### src/shared/cmt_pkg.sv
// constants, offsets and types for the connection-management condition block
package cmt_pkg;

   // ===========================================================
   // clock and timing
   localparam int CLK_PERIOD_NS = 4;
   localparam real SCRUB_TICK_US = 40.96;
   localparam int SCRUB_TICK_CYCLES =
      int'(SCRUB_TICK_US * 1000.0 / real'(CLK_PERIOD_NS));
   localparam int SYMBOL_NS = 8;
   localparam int INVALID_SYMBOLS = 2;
   localparam int INVALID_CYCLES =
      (INVALID_SYMBOLS * SYMBOL_NS + CLK_PERIOD_NS - 1) / CLK_PERIOD_NS;

   // ===========================================================
   // register offsets on the control bus
   localparam logic [7:0] OFS_HISTORY = 8'h20;
   localparam logic [7:0] OFS_MASK = 8'h21;
   localparam logic [7:0] OFS_RSVD_LO = 8'h22;
   localparam logic [7:0] OFS_RSVD_HI = 8'h23;
   localparam logic [7:0] OFS_THRESHOLD = 8'h24;
   localparam logic [7:0] OFS_SNAPSHOT = 8'h25;

   // ===========================================================
   // field positions and reset values
   localparam int TRIG_BIT = 7;
   localparam int SCRUB_BIT = 6;
   localparam logic [7:0] IMPL_BITS = 8'hC0;
   localparam logic [7:0] HISTORY_RESET = 8'h00;
   localparam logic [7:0] MASK_RESET = 8'h00;
   localparam logic [7:0] THRESHOLD_RESET = 8'h00;

   // ===========================================================
   // scrub sequencer states, gray along idle -> invalid -> scrub
   typedef enum logic [1:0] {
      SCRUB_IDLE = 2'b00,
      SCRUB_INVALID = 2'b01,
      SCRUB_PAIRS = 2'b11
   } scrub_state_e;

endpackage

### src/shared/scrub_if.sv
// carrier between the condition logic and the scrub timer
`timescale 1ns/1ps
interface scrub_if;
   logic start;
   logic [7:0] threshold;
   logic expired;
   logic active;
   logic send_invalid;
   logic [7:0] snapshot;

   modport ctl (
      output start,
      output threshold,
      input expired,
      input active,
      input send_invalid,
      input snapshot
   );
   modport tmr (
      input start,
      input threshold,
      output expired,
      output active,
      output send_invalid,
      output snapshot
   );
endinterface

### src/logic/scrub_timer.sv
// scrub timer: prescaler, tick down-counter and invalid-symbol lead-in
`timescale 1ns/1ps
module scrub_timer #(
   parameter int TICK_CYCLES = cmt_pkg::SCRUB_TICK_CYCLES
) (
   // clock and reset
   input wire logic clk,
   input wire logic rst,
   // control side
   scrub_if.tmr sif
);

   localparam int PW = $clog2(TICK_CYCLES + 1);
   localparam logic [PW-1:0] PRE_LAST = PW'(TICK_CYCLES - 1);
   localparam logic [2:0] INV_LAST = 3'(cmt_pkg::INVALID_CYCLES - 1);

   typedef struct packed {
      cmt_pkg::scrub_state_e st;
      logic [PW-1:0] pre;
      logic [7:0] count;
      logic [2:0] inv;
      logic expired;
   } tmr_s;

   tmr_s r;
   tmr_s next_r;

   // ===========================================================
   // next state
   always_comb begin
      logic tick;
      tick = 1'b0;
      next_r = r;
      next_r.expired = 1'b0;
      tick = (r.pre == PRE_LAST);
      if (r.st != cmt_pkg::SCRUB_IDLE) begin
         next_r.pre = tick ? '0 : r.pre + PW'(1);
      end
      case (r.st)
         cmt_pkg::SCRUB_IDLE: begin
            if (sif.start) begin
               // threshold captured here, later writes do not reach it
               next_r.count = sif.threshold;
               next_r.pre = '0;
               next_r.inv = '0;
               next_r.st = cmt_pkg::SCRUB_INVALID;
            end
         end
         cmt_pkg::SCRUB_INVALID: begin
            next_r.inv = r.inv + 3'h1;
            if (r.inv == INV_LAST) begin
               next_r.st = cmt_pkg::SCRUB_PAIRS;
            end
         end
         cmt_pkg::SCRUB_PAIRS: begin
         end
         default: begin
            next_r.st = cmt_pkg::SCRUB_IDLE;
         end
      endcase
      // a zero threshold expires at the first tick
      if (r.st != cmt_pkg::SCRUB_IDLE && tick) begin
         if (r.count <= 8'h01) begin
            next_r.count = 8'h00;
            next_r.expired = 1'b1;
            next_r.st = cmt_pkg::SCRUB_IDLE;
         end else begin
            next_r.count = r.count - 8'h01;
         end
      end
   end

   always_ff @(posedge clk or posedge rst) begin
      if (rst) begin
         r <= '0;
      end else begin
         r <= next_r;
      end
   end

   assign sif.expired = r.expired;
   assign sif.active = (r.st != cmt_pkg::SCRUB_IDLE);
   assign sif.send_invalid = (r.st == cmt_pkg::SCRUB_INVALID);
   assign sif.snapshot = r.count;

endmodule

### src/logic/cmt_condition_scrub_timer.sv
// connection-management condition registers with trigger-started scrub
//
// Notes on behaviour
// - condition flags stay set until software clears
// - flag and mask both set raise service event
// - scrub expiry sets bit 6
// - scrub expired flag protects configuration switch
// - trigger sets bit 7
// - trigger copies trigger mode into transmit mode
// - trigger flag protects current transmit state
// - mask register read/write, bits 6 and 7
// - timer counts 40.96 us units, 8-bit threshold
// - scrub starts only when enabled and triggered
// - threshold writes do not disturb running scrub
// - snapshot register reads timer upper eight bits
// - snapshot writes ignored, raise write reject
// - history writes refused where compare copy differs
// - history read refreshes compare copy
// - scrub sends two invalid, then scrub pairs
// - enabled trigger with no scrub pending or running loads transition config, scrubs changes
`timescale 1ns/1ps
module cmt_condition_scrub_timer #(
   parameter int TICK_CYCLES = cmt_pkg::SCRUB_TICK_CYCLES,
   parameter int CFG_W = 8
) (
   // clock and reset
   input wire logic SYS_CLK,
   input wire logic RST,
   // control bus access
   input wire logic CB_SEL,
   input wire logic CB_WE,
   input wire logic [7:0] CB_ADDR,
   input wire logic [7:0] CB_WDATA,
   output logic [7:0] CB_RDATA,
   output logic CB_ACK,
   // trigger and configuration inputs
   input wire logic TRIGGER,
   input wire logic [2:0] TRIGGER_TRANSMIT_MODE_FIELD,
   input wire logic SCRUB_ON_TRIGGER_ENABLE,
   input wire logic [CFG_W-1:0] TRIGGER_TRANSITION_CONFIGURATION,
   input wire logic [CFG_W-1:0] CONFIGURATION_SWITCH_NOW,
   // transmit state register load and guard
   output logic TRANSMIT_MODE_LOAD,
   output logic [2:0] TRANSMIT_MODE_FIELD,
   output logic TRANSMIT_STATE_PROTECT,
   // configuration switch load and guard
   output logic CONFIG_SWITCH_LOAD,
   output logic [CFG_W-1:0] CONFIG_SWITCH_VALUE,
   output logic CONFIG_SWITCH_PROTECT,
   // scrub activity
   output logic SCRUB_ACTIVE,
   output logic SCRUB_SEND_INVALID,
   output logic [CFG_W-1:0] SCRUB_PORTS,
   // condition flags of neighbouring registers
   output logic CONNECTION_SERVICE_EVENT_FLAG,
   output logic WRITE_COMMAND_REJECT_FLAG,
   output logic CONDITIONAL_WRITE_INHIBIT_FLAG
);

   scrub_if sif ();

   typedef struct packed {
      logic [7:0] history;
      logic [7:0] mask;
      logic [7:0] compare;
      logic [7:0] threshold;
      logic [7:0] rdata;
      logic ack;
      logic cse;
      logic wcr;
      logic conditional_write_inhibit_flag;
      logic tm_load;
      logic [2:0] tm_field;
      logic cfg_load;
      logic [CFG_W-1:0] cfg_value;
      logic [CFG_W-1:0] ports;
      logic start;
   } ctl_s;

   ctl_s r;
   ctl_s next_r;

   // ===========================================================
   // helpers
   function automatic logic hit(input logic [7:0] a, input logic [7:0] ofs);
      hit = CB_SEL && (a == ofs);
   endfunction

   function automatic logic [7:0] impl(input logic [7:0] v);
      impl = v & cmt_pkg::IMPL_BITS;
   endfunction

   // ===========================================================
   // scrub timer
   scrub_timer #(
      .TICK_CYCLES(TICK_CYCLES)
   ) u_timer (
      .clk(SYS_CLK),
      .rst(RST),
      .sif(sif)
   );

   assign sif.start = r.start;
   assign sif.threshold = r.threshold;

   // ===========================================================
   // next state
   always_comb begin
      logic rd;
      logic wr;
      logic [7:0] hw_set;
      logic [7:0] keep;
      logic [7:0] differ;
      logic begin_scrub;
      rd = 1'b0;
      wr = 1'b0;
      hw_set = 8'h00;
      keep = 8'h00;
      differ = 8'h00;
      begin_scrub = 1'b0;
      next_r = r;
      rd = CB_SEL && !CB_WE;
      wr = CB_SEL && CB_WE;
      next_r.ack = 1'b0;
      next_r.wcr = 1'b0;
      next_r.conditional_write_inhibit_flag = 1'b0;
      next_r.tm_load = 1'b0;
      next_r.cfg_load = 1'b0;
      next_r.start = 1'b0;

      // hardware events
      if (TRIGGER) begin
         hw_set[cmt_pkg::TRIG_BIT] = 1'b1;
         next_r.tm_load = 1'b1;
         next_r.tm_field = TRIGGER_TRANSMIT_MODE_FIELD;
      end
      if (sif.expired) begin
         hw_set[cmt_pkg::SCRUB_BIT] = 1'b1;
      end

      // a trigger during a running scrub does not restart it
      begin_scrub = TRIGGER && SCRUB_ON_TRIGGER_ENABLE
                    && !sif.active && !r.start;
      if (begin_scrub) begin
         next_r.start = 1'b1;
         next_r.cfg_load = 1'b1;
         next_r.cfg_value = TRIGGER_TRANSITION_CONFIGURATION;
         next_r.ports = CONFIGURATION_SWITCH_NOW
                        ^ TRIGGER_TRANSITION_CONFIGURATION;
      end

      // register reads
      if (rd) begin
         if (hit(CB_ADDR, cmt_pkg::OFS_HISTORY)) begin
            next_r.rdata = impl(r.history);
            next_r.compare = impl(r.history);
            next_r.ack = 1'b1;
         end else if (hit(CB_ADDR, cmt_pkg::OFS_MASK)) begin
            next_r.rdata = impl(r.mask);
            next_r.ack = 1'b1;
         end else if (hit(CB_ADDR, cmt_pkg::OFS_RSVD_LO)
                      || hit(CB_ADDR, cmt_pkg::OFS_RSVD_HI)) begin
            next_r.rdata = 8'h00;
            next_r.ack = 1'b1;
         end else if (hit(CB_ADDR, cmt_pkg::OFS_THRESHOLD)) begin
            next_r.rdata = r.threshold;
            next_r.ack = 1'b1;
         end else if (hit(CB_ADDR, cmt_pkg::OFS_SNAPSHOT)) begin
            next_r.rdata = sif.snapshot;
            next_r.ack = 1'b1;
         end
      end

      // register writes
      if (wr) begin
         if (hit(CB_ADDR, cmt_pkg::OFS_HISTORY)) begin
            // only bits software has already seen may change
            differ = impl(r.history ^ r.compare);
            keep = differ | ~cmt_pkg::IMPL_BITS;
            next_r.history = (r.history & keep)
                             | (CB_WDATA & ~keep);
            next_r.conditional_write_inhibit_flag = |differ;
            next_r.ack = 1'b1;
         end else if (hit(CB_ADDR, cmt_pkg::OFS_MASK)) begin
            next_r.mask = impl(CB_WDATA);
            next_r.ack = 1'b1;
         end else if (hit(CB_ADDR, cmt_pkg::OFS_RSVD_LO)
                      || hit(CB_ADDR, cmt_pkg::OFS_RSVD_HI)) begin
            // left alone by software; a stray write changes nothing
            next_r.ack = 1'b1;
         end else if (hit(CB_ADDR, cmt_pkg::OFS_THRESHOLD)) begin
            next_r.threshold = CB_WDATA;
            next_r.ack = 1'b1;
         end else if (hit(CB_ADDR, cmt_pkg::OFS_SNAPSHOT)) begin
            next_r.wcr = 1'b1;
            next_r.ack = 1'b1;
         end
      end

      // hardware set wins over a clear in the same cycle
      next_r.history = impl(next_r.history | hw_set);
      next_r.cse = |(next_r.history & r.mask);
   end

   // ===========================================================
   // state register
   always_ff @(posedge SYS_CLK or posedge RST) begin
      if (RST) begin
         r <= '0;
         r.history <= cmt_pkg::HISTORY_RESET;
         r.mask <= cmt_pkg::MASK_RESET;
         r.threshold <= cmt_pkg::THRESHOLD_RESET;
      end else begin
         r <= next_r;
      end
   end

   // ===========================================================
   // outputs
   assign CB_RDATA = r.rdata;
   assign CB_ACK = r.ack;
   assign TRANSMIT_MODE_LOAD = r.tm_load;
   assign TRANSMIT_MODE_FIELD = r.tm_field;
   assign TRANSMIT_STATE_PROTECT = r.history[cmt_pkg::TRIG_BIT];
   assign CONFIG_SWITCH_LOAD = r.cfg_load;
   assign CONFIG_SWITCH_VALUE = r.cfg_value;
   assign CONFIG_SWITCH_PROTECT = r.history[cmt_pkg::SCRUB_BIT];
   assign SCRUB_ACTIVE = sif.active;
   assign SCRUB_SEND_INVALID = sif.send_invalid;
   assign SCRUB_PORTS = r.ports;
   assign CONNECTION_SERVICE_EVENT_FLAG = r.cse;
   assign WRITE_COMMAND_REJECT_FLAG = r.wcr;
   assign CONDITIONAL_WRITE_INHIBIT_FLAG = r.conditional_write_inhibit_flag;

endmodule

### config.mk
export PLATFORM = sky130hd
export DESIGN_NAME = cmt_condition_scrub_timer
export DESIGN_NICKNAME = d
export VERILOG_FILES = /design/src/shared/cmt_pkg.sv /design/src/shared/scrub_if.sv /design/src/logic/scrub_timer.sv /design/src/logic/cmt_condition_scrub_timer.sv
export SDC_FILE = /design/constraint.sdc
export NUM_CORES = 1
export LEC_CHECK = 0
export BUFFER_PORTS_ARGS = -buffer_cell sky130_fd_sc_hd__buf_2
export CAP_MARGIN = 20
export CELL_PAD_IN_SITES_DETAIL_PLACEMENT = 0
export CELL_PAD_IN_SITES_GLOBAL_PLACEMENT = 1
export CORE_UTILIZATION = 46
export CTS_BUF_LIST = sky130_fd_sc_hd__clkbuf_4 sky130_fd_sc_hd__clkbuf_8 sky130_fd_sc_hd__clkbuf_16
export DETAILED_ROUTE_END_ITERATION = 6
export GPL_ROUTABILITY_DRIVEN = 0
export PLACE_DENSITY_LB_ADDON = 0.1
export SYNTH_ARGS = -nofsm -noshare
export SYNTH_HDL_FRONTEND = slang
export SYNTH_SLANG_ARGS = --single-unit
### constraint.sdc
create_clock -name SYS_CLK -period 5.8 [get_ports SYS_CLK]
set_input_delay 0.58 -clock SYS_CLK [delete_from_list [all_inputs] [get_ports SYS_CLK]]
set_output_delay 0.58 -clock SYS_CLK [all_outputs]
set_load 0.03 [all_outputs]
### Yosys cells after proc, flatten, opt, wreduce, memory -nomap -nowiden

Cells that the tools add are included.
W data, S select, Z words.

* reductions and logical operators: 30
* div/mod/pow operators: 0
* mux-type cells: 40
* shift operators: 0
* bitwise operators: 11
* eq/ne operators: 11
* order comparisons: 1
* multiply operators: 0
* add/subtract/negate cells: 3

Operator list (number)
* $eq A8 B6 Y1 const B: 6
* $mux W9: 5
* $mux W8: 5
* $mux W14: 2
* $mux W27: 1
* $and A8 B8 Y8: 3
* $mux W22: 1
* $mux W18: 1
* $mux W1: 17
* $mux W16: 1
* $or A8 B8 Y8: 2
* $xor A8 B8 Y8: 2
* $add A14 B1 Y14 const B: 1
* $eq A14 B14 Y1 const B: 1
* $logic_and A1 B1 Y1: 12
* $le A8 B1 Y1 const B: 1
* $mux W2: 4
* $not A8 Y8: 1
* $reduce_and A2 Y1: 4
* $reduce_bool A2 Y1: 4
* $reduce_or A8 Y1: 1
* $sub A8 B1 Y8 const B: 1
* $pmux W2 S3: 1
* $pmux W3 S2: 1
* other kinds (14): 18

* memories kept: 0
* memory bits (read-only): 0
* register bits: 76
* memory bits (writable): 0
* bits of input ports: 41
* word-level logic and storage cells: 116
* bits in latches: 0
* output and inout port bits: 37

### Longest topological paths before layout

Gate-level depths: netlist of run 1.

* depth after elaboration: 14
* mapped depth: 8

### Cells and area by module

Synthesis of run 1 repeated with hierarchy kept, for this count alone.

* cells, all modules: 355
* area, all modules: 3831.2 um2

By module, submodules not included
* cmt_condition_scrub_timer: area each 2274.7 um2, seq. area each 1176.1 um2, cells an instance 191, times used 1
* scrub_timer: area each 1556.5 um2, seq. area each 700.7 um2, cells an instance 164, times used 1

### Worst setup path before layout of run 1

OpenSTA, ideal clock, no wires.

* path type: input -> register
* start point: in CB_ADDR[4]
* end point: reg, netlist name sif.threshold[0]
* cell stages on the path: 6
* arrival: 1.945 ns
* setup time: 0.125 ns
* setup slack: 3.730 ns
* required time: 5.675 ns
* cell sequence: and4bb_4 and2_4 nand2_4 or3_1 buf_6 mux2_4

* word-level cells in the longest chain between the ends: 5

RTL lines
* start: declaration: line cmt_condition_scrub_timer.sv:32 `input wire logic [7:0] CB_ADDR,`
* $eq A8 B6 Y1: line cmt_condition_scrub_timer.sv:86 `hit = CB_SEL && (a == ofs);`
* $logic_and A1 B1 Y1: line cmt_condition_scrub_timer.sv:86
* $logic_or A1 B1 Y1: line cmt_condition_scrub_timer.sv:188 `|| hit(CB_ADDR, cmt_pkg::OFS_RSVD_HI)) begin`
* $not A1 Y1 (no source line)
* $reduce_and A5 Y1 (no source line) (*)

Every way passes the cells marked *; elsewhere a longest branch is shown, timed or not.
A chain may end at the register's enable or synchronous reset.

### Worst setup path in the final report of run 1

* start point: reg u_timer.r[26] (netlist name)
* end point: reg r, in the netlist CONFIG_SWITCH_VALUE[7]

* word-level cells in the longest chain between the ends: 4

RTL lines
* start: declaration: line scrub_timer.sv:25 `tmr_s r;`
* start signal: assignment: line scrub_timer.sv:77 `r <= next_r;`
* $reduce_bool A2 Y1: line scrub_timer.sv:82 `assign sif.active = (r.st != cmt_pkg::SCRUB_IDLE);`
* $logic_not A1 Y1: line cmt_condition_scrub_timer.sv:143 `&& !sif.active && !r.start;`
* $logic_and A1 B1 Y1 (2 in series): line cmt_condition_scrub_timer.sv:143
* end signal: assignment: line cmt_condition_scrub_timer.sv:214 `r <= next_r;`
* end: declaration: line cmt_condition_scrub_timer.sv:80 `ctl_s r;`

No other way between the ends.

==> results of run 1 <==
## metal layers
layer	vias up	GRT usage [%]	share of wire [%]
met5	-	0	0
met4	0	7.81	1.2
met3	6	3.53	4.4
met2	62	27.8	46
met1	1228	23.6	48
li1	1291	-	-
## flip-flops by register name, summed over array words and instances, names as in the netlist
name / count
CB_ACK: 1
CB_RDATA: 8
CONDITIONAL_WRITE_INHIBIT_FLAG: 1
CONFIG_SWITCH_LOAD: 1
CONFIG_SWITCH_PROTECT: 1
CONFIG_SWITCH_VALUE: 8
CONNECTION_SERVICE_EVENT_FLAG: 1
SCRUB_PORTS: 8
TRANSMIT_MODE_FIELD: 3
TRANSMIT_MODE_LOAD: 1
TRANSMIT_STATE_PROTECT: 1
WRITE_COMMAND_REJECT_FLAG: 1
r: 4
sif.threshold: 8
u_timer.r: 19
u_timer.sif.expired: 1
u_timer.sif.snapshot: 8
## final timing paths
check / startpoint / endpoint / slack (ns) / depth (start not counted)
max: u_timer.r[26] / CONFIG_SWITCH_VALUE[7] / 3.64 / 5
max in group asynchronous: RST / u_timer.r[1] / 4.66 / 3
min: TRIGGER / TRANSMIT_MODE_LOAD / 0.46 / 1
max reg2reg: u_timer.r[26] / CONFIG_SWITCH_VALUE[7] / 3.64 / 5
min in group asynchronous: RST / CONFIG_SWITCH_VALUE[7] / 0.52 / 3
min reg2reg: CB_RDATA[4] / CB_RDATA[4] / 0.47 / 2
## stage by stage
stage / hold slack (ns) / cell area (µm²) / util [%] / power, mW / std cells
detailed placement: 0.463 / 4020 / 51.5 / 1.14 / 493
CTS: 0.452 / 4210 / 53.9 / 1.53 / 507
global placement: 0.461 / 4020 / 51.5 / 1.13 / 493
floorplan: 0.450 / 3750 / - / 1.09 / 350
global route: 0.453 / 4210 / 53.9 / 1.60 / 507
finish: 0.458 / 4210 / 53.9 / 1.51 / 507
## worst max-delay path, stage by stage (launching register included)
cell and delay [ns]:
dfrtp_1 0.44, nor2_1 0.18, inv_1 0.11, nor2_1 0.15
and3_1 0.75, mux2_2 0.42
## cell families (layout without fill, tap and decap cells)
group	count (synthesis)	in the layout	synth area share, %
AO/OA/AOI/OAI	55	55	9.20
XOR/XNOR	23	23	5.37
adder cells (fa/ha/maj)	6	6	1.93
buffers and inverters	47	102	7.73
flip-flops	75	75	50.0
multiplexers	33	33	10.8
AND/OR/NAND/NOR	111	111	15.0
## Yosys cell counts, types with 2 or more instances
library cell and instances:
a21o_1 2, clkbuf_1 5, a21oi_1 17, and3_1 4, dfrtp_1 75, xnor2_1 15
nor2b_1 5, nand2_1 35, ha_1 5, and4_1 4, o21ai_0 14, inv_1 10
a22o_1 2, nor3_1 5, buf_2 4, mux2_2 17, o31ai_1 6, nand4_1 7
nand3_1 8, buf_4 27, o211ai_1 7, mux2i_1 7, nor2_1 27, or3_1 4
and2_1 2, xor2_1 8, mux2_4 8
## area by class of cell
class / count / area (µm²) / share of cell area, %
Tap cell: 102 / 128 / 3.03
Inverter: 10 / 37.5 / 0.892
Clock buffer: 11 / 145 / 3.45
Sequential cell: 75 / 1880 / 44.6
Timing Repair Buffer: 78 / 393 / 9.34
Clock inverter: 3 / 40.0 / 0.952
Multi-Input combinational cell: 228 / 1590 / 37.7
## report_power, final
group | internal [mW] | switching (mW)
logic | 0.157 | 0.272
clock network | 0.209 | 0.181
registers | 0.624 | 0.0692
==> impl_results.md, run 1 <==
- Vias in the first global route: between 2,000 and 2,500
- Global-route usage over all layers: 17.6%
- HPWL Detailed: about 5000 µm
- Hold Fails Final Rpt: 0
- Clk_lat worst skew: approximately 0.34 ns
- Synth-to-Final Area Change: 12.1%
- Maximum vdd drop: 226 µV
- Clk slew on worst S/H paths: 0.08 ns
- Clock Sinks: 75
- Ys Warns: 0
- Final setup margin: 3.64 ns
- Starting Density: 48.1%
- Iter 0 DRT Violations: 67
- CTS tree: yes
- Residual DRC count: 0
- Hold Crit Class: in2reg
- Core box area: 7810 µm²
- Vias per inst: approximately 5.1
- # diodes: 0
- Post-synth top flop: dfrtp_1
- PortBufs: 77
- Final worst-path cycle share: between 30% and 40%
- Setup Viol. Count Final: 0
- Clock tree buffer depth: 2
- RSZ-0062 raised after global routing: false
- CTS Hold Bufs: 0
- Die ar.: around 8500 µm²
- Leak Pwr: between 2 and 2.5 nW
- Outcome: completed
- Number of distinct library cells after synthesis: 47
- Fillers: ~740
- Syn Area/Cell: 10.7 µm²
- Initial antenna violation count: 0
- Layout cells sized above 1: 30.9%
- Slew Viols, Final: 0
- Worst Setup Path Type: reg2reg
- Slew @ Worst Pin: 0.938 ns
- Area leader, netlist: dfrtp_1
- Vias: ~2,600
- Clock Skew: between 0.009 and 0.01 ns
- Post-synth EDFFs: 0
- CP Max Fanout: 25
- Nets: 448
- Post-Synthesis Cell Area: 3750 µm²
- Yosys top cell area share: 50.0%
- GRT Residual Overflow: 0
- Max cap viols: 0
- Die Ht: 92.3 µm
- # IOs: 78
- Pin count of the biggest net entering global routing: 76
- Final wirelength: between 7000 and 8000 µm
- Dpl ws: 3.40 ns
- Root Driver: clkbuf_8
- Asr flop ratio synth: 100%
- Mapped Cells: 350
- Sequential-to-total area share from yosys stat: 50.0%
- Cts bufs inserted: 9
- Count of state elements after synthesis: 75
- CTS resizes: 0
- CP arrival: 2.39 ns
- Highest clock rate: 463 MHz
- Max_slew headroom: a little under two fifths
- Syn Nets: just under 400
- # H-tree levels: 3
- Post-CTS setup buffers: 0
- Worst path required time: 6.03 ns
- First-pass GRT wire length: between 10,000 and 15,000 µm
- Crit start category: flop
- Commonest cells after routing, fill and taps aside: 77 x buf_2, 75 x dfrtp_1, 35 x nand2_1
- Final ANT Viol Nets: 0
- # rows: 32
- Top post-synthesis cells by area: dfrtp_1 50%, buf_4 5.4%, mux2_2 5.1%, nand2_1 3.5%, xnor2_1 3.5%
- Power per standard cell area: 359 nW/µm²
- Final TNS setup: 0 ns
- Commonest non-fill, non-tap cell in the layout: buf_2
- Critical Path End Type: flop
- DR WL/cell: 13.9 µm
- Die Wd: 92.3 µm
- Drt first pass iters: 4
- Final Critical Period: 2.16 ns
Note: power is estimated with default switching activity, not from simulation.
==> run 2, diff against run 1 <==
CORE_UTILIZATION = 42   (was 46)
clock period = 2.2 ns   (was 5.8 ns; I/O delays follow)
==> run 2 against run 1 <==
Against the previous run: the run now ends with design-rule violations left; register-to-register slack worse by 3.3 ns; clock skew is 0.00081 ns lower; core utilization is 4.6 points lower; largest cell class unchanged; cell area is 1.6% higher; clock-buffer cell count is 1 lower; sequential share of layout area is 0.69 points lower; cell count is 2.6% higher; worst hold slack worse by 0.37 ns; first-iteration DRC count is 1.5% lower; highest routed layer unchanged.
==> impl_results.md, run 2 (same netlist as run 1, synthesis figures left out) <==
- Max layer used: met4
- Slew @ Worst Pin: 0.524 ns
- Drt first pass iters: 6
- Residual DRC count: 2
- Clock tree buffer depth: 2
- # rows: 34
- Vias in the first global route: 2,430
- CP Max Fanout: 5
- Reg2reg setup slack: ~0.37 ns
- RSZ-0062 raised after global routing: false
- Clk_lat worst skew: 0.35 ns
- Crit start category: flop
- CP arrival: 2.12 ns
- Max cap viols: 0
- Dpl ws: about 0.15 ns
- Hold Crit Class: in2reg
- Largest reg by FF count: u_timer.r
- Pin count of the biggest net entering global routing: 53
- Max_slew headroom: about 65%
- Clk slew on worst S/H paths: 0.08 ns
- Met1 wire length: between 3000 and 4000 µm
- GRT Residual Overflow: 0
- Maximum vdd drop: ~630 µV
- DR WL/cell: 13.6 µm
- # diodes: 0
- Die ar.: 9320 µm²
- Met2 Wirelength: between 3000 and 4000 µm
- Leak Pwr: around 2 nW
- Commonest non-fill, non-tap cell in the layout: buf_2
- Post-CTS setup buffers: 0
- Max FFs per register: 19
- Synth-to-Final Area Change: 13.8%
- Highest clock rate: around 550 MHz
- Final worst-path cycle share: 83.0%
- Final ANT Viol Nets: 0
- Hold Fails Final Rpt: 0
- Outcome: finished with violations
- CTS tree: yes
- Clock Sinks: between 70 and 80
- Layout cells sized above 1: between 30% and 40%
- Worst Setup Path Type: reg2reg
- Fillers: roughly 820
- Reg area: 1880 µm²
- Final Critical Period: 1.83 ns
- Power per standard cell area: 921 nW/µm²
- Setup Viol. Count Final: 0
- Iter 0 DRT Violations: 66
- Final setup margin: 0.374 ns
- Global-route usage over all layers: between 10% and 20%
- Metal3 WL: 284 µm
- HPWL Detailed: 5160 µm
- First-pass GRT wire length: 11,500 µm
- Vias: roughly 2,600
- # H-tree levels: 3
- Initial antenna violation count: 0
- Final wirelength: 7070 µm
- Nets: 453
- Final TNS setup: 0 ns
- Root Driver: clkbuf_8
- # IOs: between 70 and 80
- Clock Skew: 0.00913 ns
- PortBufs: 77
- Critical Path End Type: flop
- Starting Density: about 43%
- Die Wd: between 90 and 100 µm
- Vias per inst: 5.01
- Die Ht: 96.6 µm
- Area of the multi-input gates: between 1500 and 2000 µm²
- CTS resizes: 0
- Slew Viols, Final: 0
- Core Util, Final: 49.3%
- Failing checks: design-rule violations
- Cts bufs inserted: 9
- Core box area: slightly below 9000 µm²
- Commonest cells after routing, fill and taps aside: 77 x buf_2, 75 x dfrtp_1, 35 x nand2_1
- Design Power: 3.94 mW
- Worst path required time: approximately 2.5 ns
[run 2: changes by cell type in the layout (fill, tap and decap cells not counted), sizes merged]
cell,before,now
clkinvlp,0,3
bufinv,1,0
clkbuf,11,10
clkinv,2,3
dlygate4sd3,0,1
buf,78,82
[run 2: worst paths after layout]
kind	start	to	cells past startpoint
worst max-delay path	u_timer.r[23]	u_timer.sif.snapshot[5]	6
worst min-delay path	TRIGGER	TRANSMIT_MODE_LOAD	1
worst max register to register	u_timer.r[23]	u_timer.sif.snapshot[5]	6
worst min register to register	CB_RDATA[6]	CB_RDATA[6]	2
max in group asynchronous	RST	WRITE_COMMAND_REJECT_FLAG	4
min in group asynchronous	RST	CONFIG_SWITCH_VALUE[2]	3
[run 2: power breakdown]
part / switching [mW] / leakage (nW) / total, mW / internal [mW]
registers: 0.181 / 0.971 / 1.82 / 1.64
logic: 0.728 / 0.994 / 1.15 / 0.427
clock network: 0.521 / 0.0843 / 0.959 / 0.438
total: 1.43 / 2.05 / 3.94 / 2.51
[run 2: through the flow]
stage / instance area, µm² / std cells / hold WS (ns)
2_1_floorplan: 3750 / 350 / 0.251
3_3_place_gp: 4090 / 503 / 0.308
3_5_place_dp: 4090 / 503 / 0.296
4_1_cts: 4270 / 520 / 0.0647
5_1_grt: 4270 / 520 / 0.0707
6_report: 4270 / 520 / 0.0881
[run 2: timing repair]
item	in CTS	in global routing
endpoints found under the setup margin	0	0
endpoints found under the hold margin	23	0
hold buffers	1	0
[run 2: worst max-delay path, cell delays in order (launching register included)]
cell and delay [ns]:
dfrtp_1 0.41, or3b_2 0.49, nor3_1 0.20, buf_4 0.15
nand3_1 0.18, o21ai_0 0.22, a21o_1 0.13
[run 2: cell type report]
cell class                      instances  area share (%)
Timing Repair Buffer                   83            10.7
Clock buffer                           10            3.22
Clock inverter                          6           0.966
Tap cell                              108            3.16
Sequential cell                        75            43.9
Inverter                               10           0.878
Multi-Input combinational cell        228            37.1
[run 2: metal layers]
metal  vias up  GRT usage [%]
met5         -              0
met4         0           7.72
met3        10           3.83
met2        53           24.6
met1      1239           22.1
li1       1304              -
==> run 3, diff against run 2 <==
CORE_UTILIZATION = 38   (was 42)
clock period = 1.6 ns   (was 2.2 ns; I/O delays follow)
==> run 3 against run 2 <==
Against the previous run: the run now ends clean; core utilization up 2.1 points; cell count grew 13%; cell area up 13%; sequential power is 36% higher; register-to-register slack got worse by 0.33 ns; via count up 7.3%; power is 48% higher; first-iteration DRC count down 23%; fmax is 17% higher; die area increased by 10%; non-clock buffer count rose by 48; combinational power rose by 63%; critical endpoint unchanged; largest cell class unchanged; largest power group unchanged.
==> impl_results.md, run 3 (same netlist as run 1, synthesis figures left out) <==
- Core Util, Final: 51.4%
- PortBufs: 77
- Leak Pwr: between 2 and 2.5 nW
- Sw Share: 34.8%
- Peak per-stage delay on the critical path: roughly 0.42 ns
- Design Power: 5.84 mW
- Largest reg by FF count: u_timer.r
- Clk slew on worst S/H paths: roughly 0.08 ns
- Fillers: 891
- CP Max Fanout: 4
- Clock Skew: just over 0.01 ns
- Setup Viol. Count Final: 0
- Final Critical Period: 1.56 ns
- Fin area: 4840 µm²
- Vias in the first global route: between 2,000 and 3,000
- Met2 Track Usage GR: 24.5%
- Die Ht: 101 µm
- Cts bufs inserted: 9
- CTS tree: yes
- Final wirelength: 7770 µm
- Slew @ Worst Pin: 0.520 ns
- Residual DRC count: 0
- RSZ-0062 raised after global routing: true
- Root Driver: clkbuf_8
- # diodes: 0
- GR peak layer: met2
- # rows: 35
- Vias: 2,795
- Starting Density: 39.9%
- Critical path cell sequence: or3b_4 -> nand4b_1 -> nand2b_1 -> o21ai_1 -> a21o_1
- Worst path required time: 1.84 ns
- Iter 0 DRT Violations: between 50 and 60
- Commonest cells after routing, fill and taps aside: 77 x buf_2, 75 x dfrtp_1, 43 x buf_4
- Power per standard cell area: 1210 nW/µm²
- CP max stage cell: or3b_4
- Clock Sinks: 75
- Placed Cells incl. Taps: 564
- Nets: 501
- Reg power frac: 42.5%
- Final Non-Filler Cells: just under 600
- Layout cells sized above 1: between 40 and 50%
- Hold Fails Final Rpt: 0
- Critical Path End Type: flop
- Worst Setup Path Type: reg2reg
- Outcome: completed
- Die Wd: 101 µm
- Clock tree buffer depth: 2
- Vias per inst: ~4.7
- Core box area: roughly 9400 µm²
- Maximum vdd drop: roughly 810 µV
- Final worst-path cycle share: 97.5%
- Synth-to-Final Area Change: 28.8%
- Max_slew headroom: 65.3%
- Slew Viols, Final: 0
- DR WL/cell: about 13 µm
- Pin count of the biggest net entering global routing: 27
- Die ar.: 10,300 µm²
- CP arrival: between 1.5 and 2 ns
- First-pass GRT wire length: 12,400 µm
- Crit start category: flop
- Comb pwr share: about 32%
- Clk_lat worst skew: between 0.3 and 0.4 ns
- Area of placed instances: about 4500 µm²
- Initial antenna violation count: 0
- Hold Crit Class: in2reg
- HPWL Detailed: 5760 µm
- # IOs: 78
- Commonest non-fill, non-tap cell in the layout: buf_2
- Max cap viols: 0
- Final ANT Viol Nets: 0
- Internal Power: 3.81 mW
- # H-tree levels: 3
- Reg2reg setup slack: 0.04 ns
- CP Buf/Inv Count: 0
- Met1 usage: between 20% and 30%
- Highest clock rate: 641 MHz
- Clock power share: around 25%
- Max FFs per register: 19
- Psw: 2.03 mW
- GRT Residual Overflow: 0
- GRT met3 Usage: 3.80%
- Drt first pass iters: 4
- Top Family by Delay on Critical Path: simple AND/OR/NAND/NOR gates
- Global-route usage over all layers: between 10% and 20%
-- run 3: per-stage QoR --
stage	hold slack [ns]	setup TNS [ns]	setup slack (ns)
after global placement	0.237	-1.30	-0.142
after floorplan	0.191	-0.427	-0.0499
final	0.0256	0	0.0393
after CTS	0.00388	0	0.00843
after detailed placement	0.233	-1.44	-0.159
after global routing	0.00169	-0.482	-0.0478
-- run 3: what timing repair did --
action	CTS	global route
hold buffers	1	0
pin swaps	1	9
buffers inserted	1	6
gates cloned	0	2
hold endpoints to repair	18	0
endpoints found under the setup margin	10	26
resized for setup	2	15
-- run 3: layout make-up --
class	instances	area (µm²)	share of cell area, %
Sequential cell	75	1880	38.8
Multi-Input combinational cell	228	1660	34.4
Timing Repair Buffer	131	893	18.5
Tap cell	129	161	3.34
Clock buffer	10	138	2.85
Clock inverter	6	65.1	1.35
Inverter	10	41.3	0.854
-- run 3: per-layer routing --
layer / routed length [µm] / up-vias
met1: 3810 / 1331
met4: 116 / 0
met5: 0 / -
li1: - / 1406
met3: 286 / 11
met2: 3560 / 47
-- run 3: worst reg2reg max path: cells and delay by family (launching register included) --
family / cells / cell delay, ns
simple gates: 3 / 0.83
flops: 1 / 0.38
compound gates: 2 / 0.25
-- run 3: final timing paths --
| path | from | to | cells after the start |
|---|---|---|---|
| setup / recovery | u_timer.r[23] | u_timer.sif.snapshot[5] | 5 |
| hold / removal | TRIGGER | TRANSMIT_MODE_LOAD | 1 |
| setup reg to reg | u_timer.r[23] | u_timer.sif.snapshot[5] | 5 |
| hold reg to reg | CB_RDATA[1] | CB_RDATA[1] | 2 |
| max in group asynchronous | RST | u_timer.sif.snapshot[0] | 4 |
| min in group asynchronous | RST | CONFIG_SWITCH_VALUE[2] | 3 |
-- run 3: power by group through the flow --
stage               combinational [mW]  clock (mW)  sequential, mW
finish                            1.88        1.48            2.48
global route                      2.06        1.63            2.53
CTS                               1.85        1.55            2.48
detailed placement                1.84           0            2.52
global placement                  1.81           0            2.51
floorplan                         1.49           0            2.50
